File: config.mk
export PLATFORM = sky130hd
export DESIGN_NAME = uei_irq_enable
export DESIGN_NICKNAME = d
export VERILOG_FILES = /design/src/hw/uei_pkg.sv /design/src/hw/uei_irq_enable.sv /design/src/hw/uei_event_latch.sv
export SDC_FILE = /design/constraint.sdc
export NUM_CORES = 1
export LEC_CHECK = 0
export BUFFER_PORTS_ARGS = -buffer_cell sky130_fd_sc_hd__buf_2
export CAP_MARGIN = 5
export CELL_PAD_IN_SITES_DETAIL_PLACEMENT = 0
export CELL_PAD_IN_SITES_GLOBAL_PLACEMENT = 1
export CORE_MARGIN = 2
export CORE_UTILIZATION = 38
export CTS_BUF_LIST = sky130_fd_sc_hd__clkbuf_4 sky130_fd_sc_hd__clkbuf_8
export CTS_CLUSTER_DIAMETER = 60
export DETAILED_ROUTE_END_ITERATION = 6
export MAX_ROUTING_LAYER = met4
export PLACE_DENSITY = 0.93
export REMOVE_ABC_BUFFERS = 1
export SLEW_MARGIN = 20
export SYNTH_ARGS = -nofsm -noshare
export SYNTH_HDL_FRONTEND = slang
export SYNTH_HIERARCHICAL = 1
export SYNTH_SLANG_ARGS = --single-unit
File: constraint.sdc
create_clock -name clock_in -period 2.1 [get_ports clock_in]
set_input_delay 0.21 -clock clock_in [delete_from_list [all_inputs] [get_ports clock_in]]
set_output_delay 0.21 -clock clock_in [all_outputs]
set_load 0.02 [all_outputs]
File: src/hw/uei_pkg.sv
package uei_pkg;

   // ------------------------------------------------------------
   // register offsets (byte addresses)
   // ------------------------------------------------------------
   localparam logic [7:0] IRQ_ENABLE_OFS = 8'h00;
   localparam logic [7:0] EVT_STATUS_OFS = 8'h04;
   localparam logic [7:0] EVT_MASK_OFS   = 8'h08;

   // ------------------------------------------------------------
   // enable register field positions
   // ------------------------------------------------------------
   localparam int WAKEUP_BIT      = 14;
   localparam int FRAME_START_BIT = 13;
   localparam int DEV_STATE_BIT   = 12;
   localparam int CTL_STAGE_BIT   = 11;
   localparam int BUF_DRAIN_BIT   = 10;
   localparam int READY_SEND_BIT  = 9;

   localparam int               ENABLE_WIDTH = 16;
   localparam logic [15:0]      ENABLE_RESET = 16'h0000;
   localparam logic [15:0]      ENABLE_MASK  = 16'h7e00;
   localparam logic [15:0]      EVT_RESET    = 16'h0000;
   localparam logic [31:0]      ERR_DATA     = 32'h0000_0000;

endpackage : uei_pkg

File: src/hw/uei_irq_enable.sv
`timescale 1ns/1ps
module uei_irq_enable
   import uei_pkg::*;
(
   // clock and reset
   input  wire logic        clock_in,
   input  wire logic        nrst_in,
   // apb slave
   input  wire logic        psel_in,
   input  wire logic        penable_in,
   input  wire logic        pwrite_in,
   input  wire logic [7:0]  paddr_in,
   input  wire logic [31:0] pwdata_in,
   output logic      [31:0] prdata_out,
   output logic             pready_out,
   output logic             pslverr_out,
   // status flags from the event block (levels)
   input  wire logic        wakeup_seen_flag_in,
   input  wire logic        frame_start_seen_flag_in,
   input  wire logic        dev_state_change_flag_in,
   input  wire logic        ctl_stage_change_flag_in,
   input  wire logic        buffer_drained_flag_in,
   input  wire logic        ready_to_send_flag_in,
   // interrupt outputs
   output logic             irq_req_out,
   output logic             evt_irq_out
);

   // ------------------------------------------------------------
   // apb decode
   // ------------------------------------------------------------
   logic        access;
   logic        wr_en;
   logic        rd_status;
   logic        addr_ok;
   logic [15:0] enable_ff;
   logic [15:0] nxt_enable;
   logic [15:0] mask_ff;
   logic [15:0] flags;
   logic [15:0] gated;
   logic [15:0] sticky;
   logic [15:0] rise;
   logic [15:0] flags_q_ff;
   logic [31:0] prdata_ff;
   logic [31:0] nxt_prdata;

   function automatic logic hit(input logic [7:0] a, input logic [7:0] ofs);
      return a == ofs;
   endfunction : hit

   // zero wait states: access phase completes on its first cycle
   assign access      = psel_in & penable_in;
   assign addr_ok     = hit(paddr_in, IRQ_ENABLE_OFS) | hit(paddr_in, EVT_STATUS_OFS)
                      | hit(paddr_in, EVT_MASK_OFS);
   assign wr_en       = access & pwrite_in & addr_ok;
   assign rd_status   = access & !pwrite_in & hit(paddr_in, EVT_STATUS_OFS);
   assign pready_out  = 1'b1;
   assign pslverr_out = access & !addr_ok;

   // ------------------------------------------------------------
   // interrupt-enable register
   // ------------------------------------------------------------
   always_comb begin
      nxt_enable = enable_ff;
      if (wr_en && hit(paddr_in, IRQ_ENABLE_OFS)) begin
         nxt_enable = pwdata_in[15:0] & ENABLE_MASK;
      end
   end

   always_ff @(posedge clock_in) begin
      if (!nrst_in) begin
         enable_ff <= ENABLE_RESET;
      end else begin
         enable_ff <= nxt_enable;
      end
   end

   // ------------------------------------------------------------
   // gating of status flags
   // ------------------------------------------------------------
   always_comb begin
      flags                  = '0;
      flags[WAKEUP_BIT]      = wakeup_seen_flag_in;
      flags[FRAME_START_BIT] = frame_start_seen_flag_in;
      flags[DEV_STATE_BIT]   = dev_state_change_flag_in;
      flags[CTL_STAGE_BIT]   = ctl_stage_change_flag_in;
      flags[BUF_DRAIN_BIT]   = buffer_drained_flag_in;
      flags[READY_SEND_BIT]  = ready_to_send_flag_in;
   end

   // each flag passes only with its enable bit set
   assign gated       = flags & enable_ff;
   // combinational so the request follows the flags with no added latency
   assign irq_req_out = |gated;

   // ------------------------------------------------------------
   // sticky rise events, cleared by a status read
   // ------------------------------------------------------------
   always_ff @(posedge clock_in) begin
      if (!nrst_in) begin
         flags_q_ff <= EVT_RESET;
      end else begin
         flags_q_ff <= flags;
      end
   end

   assign rise = flags & ~flags_q_ff;

   uei_event_latch #(.WIDTH(ENABLE_WIDTH)) u_latch (
      .clock_in   (clock_in),
      .nrst_in    (nrst_in),
      .set_in     (rise),
      .clear_in   (rd_status),
      .sticky_out (sticky)
   );

   always_ff @(posedge clock_in) begin
      if (!nrst_in) begin
         mask_ff <= EVT_RESET;
      end else if (wr_en && hit(paddr_in, EVT_MASK_OFS)) begin
         mask_ff <= pwdata_in[15:0] & ENABLE_MASK;
      end
   end

   assign evt_irq_out = |(sticky & mask_ff);

   // ------------------------------------------------------------
   // read data, registered in the setup cycle
   // ------------------------------------------------------------
   always_comb begin
      nxt_prdata = ERR_DATA;
      if (hit(paddr_in, IRQ_ENABLE_OFS)) begin
         nxt_prdata = {16'h0000, enable_ff};
      end else if (hit(paddr_in, EVT_STATUS_OFS)) begin
         // a rise latched at the setup edge is reported now, as the access edge clears it
         nxt_prdata = {16'h0000, sticky | rise};
      end else if (hit(paddr_in, EVT_MASK_OFS)) begin
         nxt_prdata = {16'h0000, mask_ff};
      end
   end

   always_ff @(posedge clock_in) begin
      if (!nrst_in) begin
         prdata_ff <= ERR_DATA;
      end else if (psel_in && !penable_in) begin
         prdata_ff <= nxt_prdata;
      end
   end

   assign prdata_out = prdata_ff;

   // ------------------------------------------------------------
   // checks
   // ------------------------------------------------------------
   frame_gate_a: assert property (@(posedge clock_in) disable iff (!nrst_in)
      (frame_start_seen_flag_in && enable_ff[FRAME_START_BIT]) |-> irq_req_out)
      else $error("frame start flag enabled but no request");
   dev_gate_a: assert property (@(posedge clock_in) disable iff (!nrst_in)
      (dev_state_change_flag_in && enable_ff[DEV_STATE_BIT]) |-> irq_req_out)
      else $error("device state flag enabled but no request");
   ctl_gate_a: assert property (@(posedge clock_in) disable iff (!nrst_in)
      (ctl_stage_change_flag_in && enable_ff[CTL_STAGE_BIT]) |-> irq_req_out)
      else $error("control stage flag enabled but no request");
   buf_gate_a: assert property (@(posedge clock_in) disable iff (!nrst_in)
      (buffer_drained_flag_in && enable_ff[BUF_DRAIN_BIT]) |-> irq_req_out)
      else $error("buffer drained flag enabled but no request");
   wake_gate_a: assert property (@(posedge clock_in) disable iff (!nrst_in)
      (wakeup_seen_flag_in && enable_ff[WAKEUP_BIT]) |-> irq_req_out)
      else $error("wakeup flag enabled but no request");
   wake_reset_a: assert property (@(posedge clock_in)
      $rose(nrst_in) |-> !enable_ff[WAKEUP_BIT])
      else $error("wakeup enable not zero after reset");
   irq_quiet_a: assert property (@(posedge clock_in) disable iff (!nrst_in)
      irq_req_out |-> ((wakeup_seen_flag_in && enable_ff[WAKEUP_BIT])
         || (frame_start_seen_flag_in && enable_ff[FRAME_START_BIT])
         || (dev_state_change_flag_in && enable_ff[DEV_STATE_BIT])
         || (ctl_stage_change_flag_in && enable_ff[CTL_STAGE_BIT])
         || (buffer_drained_flag_in && enable_ff[BUF_DRAIN_BIT])
         || (ready_to_send_flag_in && enable_ff[READY_SEND_BIT])))
      else $error("request with no enabled flag");
   enable_write_a: assert property (@(posedge clock_in) disable iff (!nrst_in)
      (wr_en && hit(paddr_in, IRQ_ENABLE_OFS)) |=> (enable_ff == $past(pwdata_in[15:0] & ENABLE_MASK)))
      else $error("enable write not stored");
   irq_idle_a: assert property (@(posedge clock_in) disable iff (!nrst_in)
      (enable_ff == 16'h0000) |-> !irq_req_out)
      else $error("request with all enables clear");
   enable_bits_a: assert property (@(posedge clock_in) disable iff (!nrst_in)
      (enable_ff & ~ENABLE_MASK) == 16'h0000)
      else $error("enable bit set outside the implemented field");
   wr_ignore_a: assert property (@(posedge clock_in) disable iff (!nrst_in)
      (access && pwrite_in && !addr_ok) |=> (enable_ff == $past(enable_ff)))
      else $error("unmapped write changed the enable register");
   err_mapped_a: assert property (@(posedge clock_in) disable iff (!nrst_in)
      (access && addr_ok) |-> !pslverr_out)
      else $error("error response on a mapped register");
   enable_read_a: assert property (@(posedge clock_in) disable iff (!nrst_in)
      (psel_in && !penable_in && hit(paddr_in, IRQ_ENABLE_OFS))
      |=> (prdata_out == {16'h0000, $past(enable_ff)}))
      else $error("enable read data wrong");
   mask_write_a: assert property (@(posedge clock_in) disable iff (!nrst_in)
      (wr_en && hit(paddr_in, EVT_MASK_OFS))
      |=> (mask_ff == $past(pwdata_in[15:0] & ENABLE_MASK)))
      else $error("mask write not stored");

   // ------------------------------------------------------------
   // sticky status checks
   // ------------------------------------------------------------
   status_set_a: assert property (@(posedge clock_in) disable iff (!nrst_in)
      (|rise) |=> ((sticky & $past(rise)) == $past(rise)))
      else $error("rising flag not caught in status");
   status_clear_a: assert property (@(posedge clock_in) disable iff (!nrst_in)
      (rd_status && !(|rise)) |=> (sticky == 16'h0000))
      else $error("status read did not clear");
   status_keep_a: assert property (@(posedge clock_in) disable iff (!nrst_in)
      !rd_status |=> ((sticky & $past(sticky)) == $past(sticky)))
      else $error("status bit lost without a read");

endmodule : uei_irq_enable

File: src/hw/uei_event_latch.sv
`timescale 1ns/1ps
// sticky event bits: set wins over a read-clear in the same cycle
module uei_event_latch
   import uei_pkg::*;
#(
   parameter int WIDTH = 16
) (
   // clock and reset
   input  wire logic             clock_in,
   input  wire logic             nrst_in,
   // events
   input  wire logic [WIDTH-1:0] set_in,
   input  wire logic             clear_in,
   // state
   output logic      [WIDTH-1:0] sticky_out
);

   logic [WIDTH-1:0] sticky_ff;

   always_ff @(posedge clock_in) begin
      if (!nrst_in) begin
         sticky_ff <= '0;
      end else if (clear_in) begin
         sticky_ff <= set_in;
      end else begin
         sticky_ff <= sticky_ff | set_in;
      end
   end

   assign sticky_out = sticky_ff;

endmodule : uei_event_latch

* After elaboration in Yosys (flattened, before gate mapping)
Cells that the tools add are included.
** Word-level totals
- Output and inout bits :: 36
- Register bits :: 76
- Logic and storage cells :: 34
- Input port bits :: 51
** Operators by class
- Equality and inequality tests :: 2
- Reductions and logical operators :: 9
- Bitwise gates (word level) :: 13
- Mux-type cells :: 4
** Operators by type and width (number)
- $mux 16 :: 3
- $reduce_or 16->1 :: 2
- $and 15x16->16 :: 1
- $and 16x15->16 :: 1
- $not 16->16 :: 1
- $or 16x16->16 :: 1
- $and 15x15->15 :: 1
- $mux 15 :: 1
- $eq 8x3->1 const B :: 1
- $eq 8x4->1 const B :: 1
- $logic_not 8->1 :: 1
- $and 1x1->1 :: 6
- $logic_and 1x1->1 :: 3
- $logic_not 1->1 :: 3
- $or 1x1->1 :: 2

* Depth between registers and ports, before layout
Gate-level depths: netlist (run 1).
- Depth in word-level cells :: 5
- Gate-level depth with buffers :: 6

* Cells and area by module
The synthesis (run 1) kept the hierarchy.
** Modules (own cells, without submodules)
- uei_irq_enable :: cells each 186, times used 1, area each 1754.2 um^2
- uei_event_latch :: cells each 51, times used 1, area each 565.5 um^2

* Worst setup path before layout (run 1)
OpenSTA, ideal clock, no wires.
- Path kind :: input port to flip-flop
- Start :: input paddr_in[5]
- End :: register u_latch.sticky_ff[10] (netlist: u_latch/sticky_out[10])
- Stages :: 5
- Data required time :: 1985 ps
- Arrival time :: 1829 ps
- Slack :: 156 ps
- Path buffers :: 1
- Path through :: or4_4 > nor4b_1 > buf_4 > nor2b_1 > o21a_1
** On the way
- Cells in the longest elaborated chain, start to end :: 3
** Ends and longest elaborated chain
- start: declaration :: line uei_irq_enable.sv:12 : input wire logic [7:0] paddr_in,
- $eq 8x3->1 :: line uei_irq_enable.sv:48 : return a == ofs;
- $and 1x1->1 :: line uei_irq_enable.sv:56 : assign rd_status = access & !pwrite_in & hit(paddr_in, EVT_STATUS_OFS);
- net rd_status :: line uei_irq_enable.sv:34 : logic rd_status;
- $mux 16 :: line uei_event_latch.sv:23 : end else if (clear_in) begin
- end signal: assignment :: line uei_event_latch.sv:24 : sticky_ff <= set_in;
- end signal: assignment :: line uei_event_latch.sv:26 : sticky_ff <= sticky_ff | set_in;
- end: declaration :: line uei_event_latch.sv:18 : logic [WIDTH-1:0] sticky_ff;
The timed path passes the listed nets, and every way through them passes these cells.
A chain may end at the register's enable or synchronous reset.

* Worst setup path after layout (run 1)
- Start :: input paddr_in[5]
- End :: register u_latch.sticky_ff[1] (netlist: u_latch/sticky_out[1])
Same word-level chain as after synthesis.

==> results of run 1 <==
## cell usage in the layout, fill, tap and decap left out, types with 7 or more instances in the layout
cell type  count
nor2_1        11
nor2b_2       10
nand2b_1       8
o21a_1        22
mux2i_1       12
nor2b_1       18
nand2_1       26
and2_1         7
buf_4          9
dfxtp_1       50
buf_2         43
conb_1        27
a22oi_2       10
## worst max-delay path: stages
cell     delay (ns)
buf_2          0.10
or4_4          0.57
nor4b_2        0.33
buf_4          0.25
and2b_1        0.20
o21a_1         0.16
## per-layer routing
metal	up-vias	wire, um
met5	-	0
met4	0	147
met3	12	203
met2	44	2275
met1	790	2050
li1	869	-
## synth_stat cells
cell,number
and4bb_1,1
or4_4,1
a21oi_1,6
nand2_1,26
nor4b_4,1
o31ai_1,6
dfxtp_1,50
buf_4,19
and2_1,7
o21a_1,22
a22oi_2,10
and4_1,1
nor2b_2,10
nor2b_1,18
conb_1,2
nand2b_1,8
nor2_1,11
nor4b_1,1
nor3_2,1
buf_1,1
mux2i_1,12
and2b_1,4
nand3_1,2
and4b_1,1
a22oi_1,6
clkbuf_2,1
buf_6,5
clkbuf_1,4
## state kept, by name (all words and copies together), names as in the netlist
register and count:
flags_q_ff 6, enable_ff 6, u_latch/sticky_out 16, mask_ff 6
prdata_out 16
## cell type report
class	instances	area [um^2]
fillers	569	3252
multi-input cells	182	1196
repair buffers	52	282.8
well taps	75	93.84
clock inverters	2	12.51
flip-flops and latches	50	1001
clock buffers	6	82.58
## stage by stage
step	hold WS [ns]	instance area, um^2	util
4_1_cts	0.1308	2669	0.4508
3_3_place_gp	0.4397	2574	0.4347
2_1_floorplan	0.3275	2191	-
6_report	0.1353	2669	0.4508
3_5_place_dp	0.4412	2574	0.4347
5_1_grt	0.1442	2669	0.4508
## cells by family after synthesis
group           synth area share
compound gates            0.1769
buf+inv                  0.09600
flops                     0.4315
mux                      0.05178
other cells             0.003237
simple gates              0.2406
## final timing paths
kind,startpoint,cells after the start,endpoint
worst max register to register,flags_q_ff[14],4,prdata_out[14]
worst min register to register,prdata_out[10],2,prdata_out[10]
worst max-delay path,paddr_in[5],6,u_latch/sticky_out[1]
worst min-delay path,ready_to_send_flag_in,2,flags_q_ff[9]
## power by group through the flow
stage / registers, uW / clock network, uW / logic (uW)
2_1_floorplan: 1010 / 0 / 102
3_3_place_gp: 1010 / 0 / 165
3_5_place_dp: 1020 / 0 / 169
4_1_cts: 993 / 598 / 169
5_1_grt: 997 / 622 / 188
6_report: 993 / 577 / 169
==> run summary, run 1 <==
Final HPWL DP: 3.496 mm
Share of layout cells above drive strength 1: 0.2877
Final Setup Violations: 0
Via count: 1715
Worst path required time: 2.31 ns
Area contributors post-synth: dfxtp_1 (43%), o21a_1 (7.1%), buf_4 (6.1%), a22oi_2 (5.4%), mux2i_1 (5.2%)
Final WS setup: 0.4713 ns
Antenna violations before repair: 0
Total grt overflow: 0
VDD IR max: 0.2809 mV
Worst-path maximum fanout: 12
Vias in the first global route: 1531
GRT Max-Usage Layer: met2
Num CTS Buffers: 5
Combinational share of power: 0.097
LEAKAGE: 0.001132 uW
Crit path launch type: input pin
CTS tree: done
Met1 usage: 0.1796
GRT Total Usage: 0.1543
# nets final: 342
IO Port Bufs: 43
Switching Fraction: 0.2471
Die W: 82.13 um
Final max-slew violation count: 0
M3 GR Usage: 0.03370
Final min period: 1.629 ns
Status: finished clean
Pre-CTS setup slack: 0.1628 ns
Post-synth top area share: 0.4315
Hold_buf cts: 0
Sequential share of the synthesized area: 0.4315
Psw: 429.6 uW
Reg2Reg Setup Slack: 1.19 ns
Power per cell area: 651.5 mW/mm^2
Routed length per instance: 12.74 um
HP Class: input pin to register
DRC Markers: 0
Top cell type by total area after synthesis: dfxtp_1
Fmax: 614.0 MHz
Synth Cell Area: 0.002320 mm^2
DRT antenna net count: 0
Clock-pin transition on the worst setup and hold timing paths: 0.09 ns
Setup CP Type: input pin to register
First-pass GRT wire length: 7.507 mm
Clk pwr share: 0.332
Number of distinct library cells after synthesis: 28
Final Hold Vio Count: 0
CTS Sinks: 50
Met2 usage: 0.2455
Die ar.: 0.006745 mm^2
TNS Setup: 0 ns
Register share of total power: 0.571
Core ar.: 0.005921 mm^2
Root Driver: clkbuf_8
H-Tree Depth: 2
Area growth from synthesis to layout: 15.05%
DR iter-0 viols: 88
DR pass1 iterations: 4
Worst Skew: 0.01044 ns
Worst-Skew Late Latency: 0.31 ns
Starting Density: 0.3918
Post-CTS Resized: 0
Largest net degree at the start of global routing: 26
Routed wire length: 4.676 mm
Crit. End Element: register
#FFs+latches synth: 50
Cells after Synth: 237
CP Data Arrival Time: 1.84 ns
Synth Area per Inst: 9.788 um^2
Power Total: 1739 uW
RSZ-0062 raised after global routing: no
Setup repair bufs after CTS: 0
Die Y: 82.13 um
YS warnings: 6
GP Congestion: 0.7938
Dpl cells: 359
Ports: 87
Row Count: 28
Diode count: 0
Final period utilization: 0.7756
Finished Layout Cells: 367
Clk buf depth: 2
Routed vias/inst: 4.673
Max cap viols: 0
P_int: 1309 uW
(Power assumes the default switching activity.)
==> run 2: changes to the inputs <==
Settings changed: ABC_AREA set to 1, CORE_UTILIZATION 38 to 33, PLACE_DENSITY 0.93 to 0.9.
Clock period 2.1 ns to 1.32 ns, I/O delays scaled along.
==> run 2 against run 1 <==
The flow now finishes with violations (negative setup slack). Sequential power up 59%. Setup slack got worse by 0.47 ns. Count of clock-buffer cells in the layout stayed put. Critical endpoint is now evt_irq_out. Largest cell class unchanged. Largest power group unchanged.
==> run summary, run 2 <==
Routed wire length: 5.041 mm
Sequential share of the synthesized area: 0.4244
#FFs+latches synth: 50
Routed vias/inst: 4.306
Worst hold start: frame_start_seen_flag_in
# nets final: 425
Commonest cells in the netlist: nand2_1 (53), dfxtp_1 (50), inv_1 (40)
YS warnings: 6
RSZ-0062 raised after global routing: yes
Die Y: 88.54 um
CP Data Arrival Time: 1.19 ns
Worst Hold Endpoint: flags_q_ff[13]
Worst path required time: 1.19 ns
Cell area after placement: 0.002659 mm^2
Top cell type by total area after synthesis: dfxtp_1
Hold_buf cts: 0
Clock-pin transition on the worst setup and hold timing paths: 0.09 ns
GP Congestion: 0.8771
GRT Total Usage: 0.1433
Capturing point of the worst reg2reg path: prdata_out[9]
VDD IR max: 0.3819 mV
Final HPWL DP: 3.931 mm
DR pass1 iterations: 4
Die ar.: 0.007839 mm^2
Fillers: 718
Core ar.: 0.006869 mm^2
Hold depth: 3
Synth Flop Type: dfxtp_1
CTS Sinks: 50
Crit path launch type: register
Crit. Startpoint: mask_ff[9]
Root Driver: clkbuf_8
Final Setup Violations: 1
Cells after Synth: 311
Final min period: 1.323 ns
Worst-path maximum fanout: 2
Status: complete, but fails checks
Row Count: 30
Area contributors post-synth: dfxtp_1 (42%), nand2_1 (8.4%), inv_1 (6.4%), nand3_1 (6.4%), a21oi_1 (6.2%)
Share of layout cells above drive strength 1: 0.2960
CTS tree: done
Number of distinct library cells after synthesis: 28
Num CTS Buffers: 5
Power per cell area: 1034 mW/mm^2
Top-count cell post-synth: nand2_1
Final max-slew violation count: 0
Largest net degree at the start of global routing: 23
Worst r2r src: u_latch/sticky_out[9]
Most common cell after layout, fill and taps aside: nand2_1
Post-synth ARST share: 0
Post-synth top area share: 0.4244
Setup CP Type: register to output pin
Synth Cell Area: 0.002359 mm^2
Post-synth EDFFs: 0
Synth Area per Inst: 7.584 um^2
Fmax: 756.0 MHz
Final Hold Vio Count: 0
Routed length per instance: 10.70 um
Area growth from synthesis to layout: 21.27%
Total grt overflow: 0
Worst Reg-to-Reg Cells: 6
Die W: 88.54 um
Via count: 2028
Power Total: 2958 uW
H-Tree Depth: 2
DRT antenna net count: 0
Final period utilization: 1.002
Pre-CTS setup slack: -0.006872 ns
Worst-Skew Late Latency: 0.30 ns
Reg2Reg Setup Slack: 0.32 ns
Violated checks: negative setup slack
Max cap viols: 0
Clk buf depth: 2
DRC Markers: 0
IO Port Bufs: 43
Starting Density: 0.3434
Ports: 87
DR iter-0 viols: 77
HP Class: input pin to register
First-pass GRT wire length: 8.487 mm
Final WS setup: -0.002811 ns
Utilization after layout: 0.4164
Vias in the first global route: 1922
Worst Skew: 0.004021 ns
Commonest non-fill, non-tap cells in the layout: nand2_1 (53), dfxtp_1 (44), buf_2 (41)
Fin area: 0.002860 mm^2
Diode count: 0
LEAKAGE: 0.001372 uW
Antenna violations before repair: 0
Crit. End Element: output pin
-- run 2: worst max path at each step --
| stage | cells after the start | end |
|---|---|---|
| 6_report | 5 | evt_irq_out |
| 5_1_grt | 5 | evt_irq_out |
| 4_1_cts | 5 | evt_irq_out |
| 3_5_place_dp | 9 | u_latch/sticky_out[12] |
| 3_3_place_gp | 9 | u_latch/sticky_out[11] |
| 2_1_floorplan | 8 | u_latch/sticky_out[10] |
-- run 2: worst max-delay path: stages (launching register included) --
cell and delay (ns):
dfxtp_2 0.34, nand2_1 0.05, nand2_1 0.07, a221oi_2 0.16
nand3_1 0.13, buf_6 0.15
-- run 2: logic make-up (layout without fill, tap and decap cells) --
group,count (synthesis),in the layout,synth area share
other,2,27,0.003184
AOI/OAI and AO/OA,60,60,0.1671
DFF,50,50,0.4244
and+or+nand+nor,125,125,0.2472
buffers and inverters,74,113,0.1581
-- run 2: metrics by stage --
| step | cells | setup TNS (ns) | hold WS (ns) |
|---|---|---|---|
| 2_1_floorplan | 309 | 0 | 0.2255 |
| 3_3_place_gp | 457 | 0 | 0.3253 |
| 3_5_place_dp | 457 | -0.02681 | 0.3328 |
| 4_1_cts | 469 | -0.04260 | 0.007487 |
| 5_1_grt | 471 | -0.1391 | 0.02483 |
| 6_report | 471 | -0.002811 | 0.01977 |
-- run 2: power breakdown --
part	internal (uW)	total [uW]	switching (uW)
sequential	1550	1580	25.9
combinational	102	303	201
clock	586	1070	489
-- run 2: final cells by class --
class                           count  area [um^2]  share of cell area
Multi-Input combinational cell    212         1102              0.3854
Sequential cell                    50         1008              0.3526
Tap cell                           96        120.1             0.04199
Timing Repair Buffer               58        336.6              0.1177
Clock inverter                      2        37.54             0.01312
Clock buffer                        6        76.32             0.02668
Inverter                           47        178.9             0.06255
-- run 2: metal layers --
layer	GRT usage	part of all wire
met5	-	0
met4	0.05785	0.021
met3	0.02612	0.045
met2	0.2386	0.48
met1	0.1711	0.45
-- run 2: repair_timing --
| item | in CTS | in global routing |
|---|---|---|
| gates cloned | 0 | 0 |
| endpoints found under the setup margin | 2 | 3 |
| setup buffers | 4 | 2 |
| endpoints found under the hold margin | 0 | 0 |
| pin swaps | 2 | 2 |
| gates resized for setup | 14 | 4 |
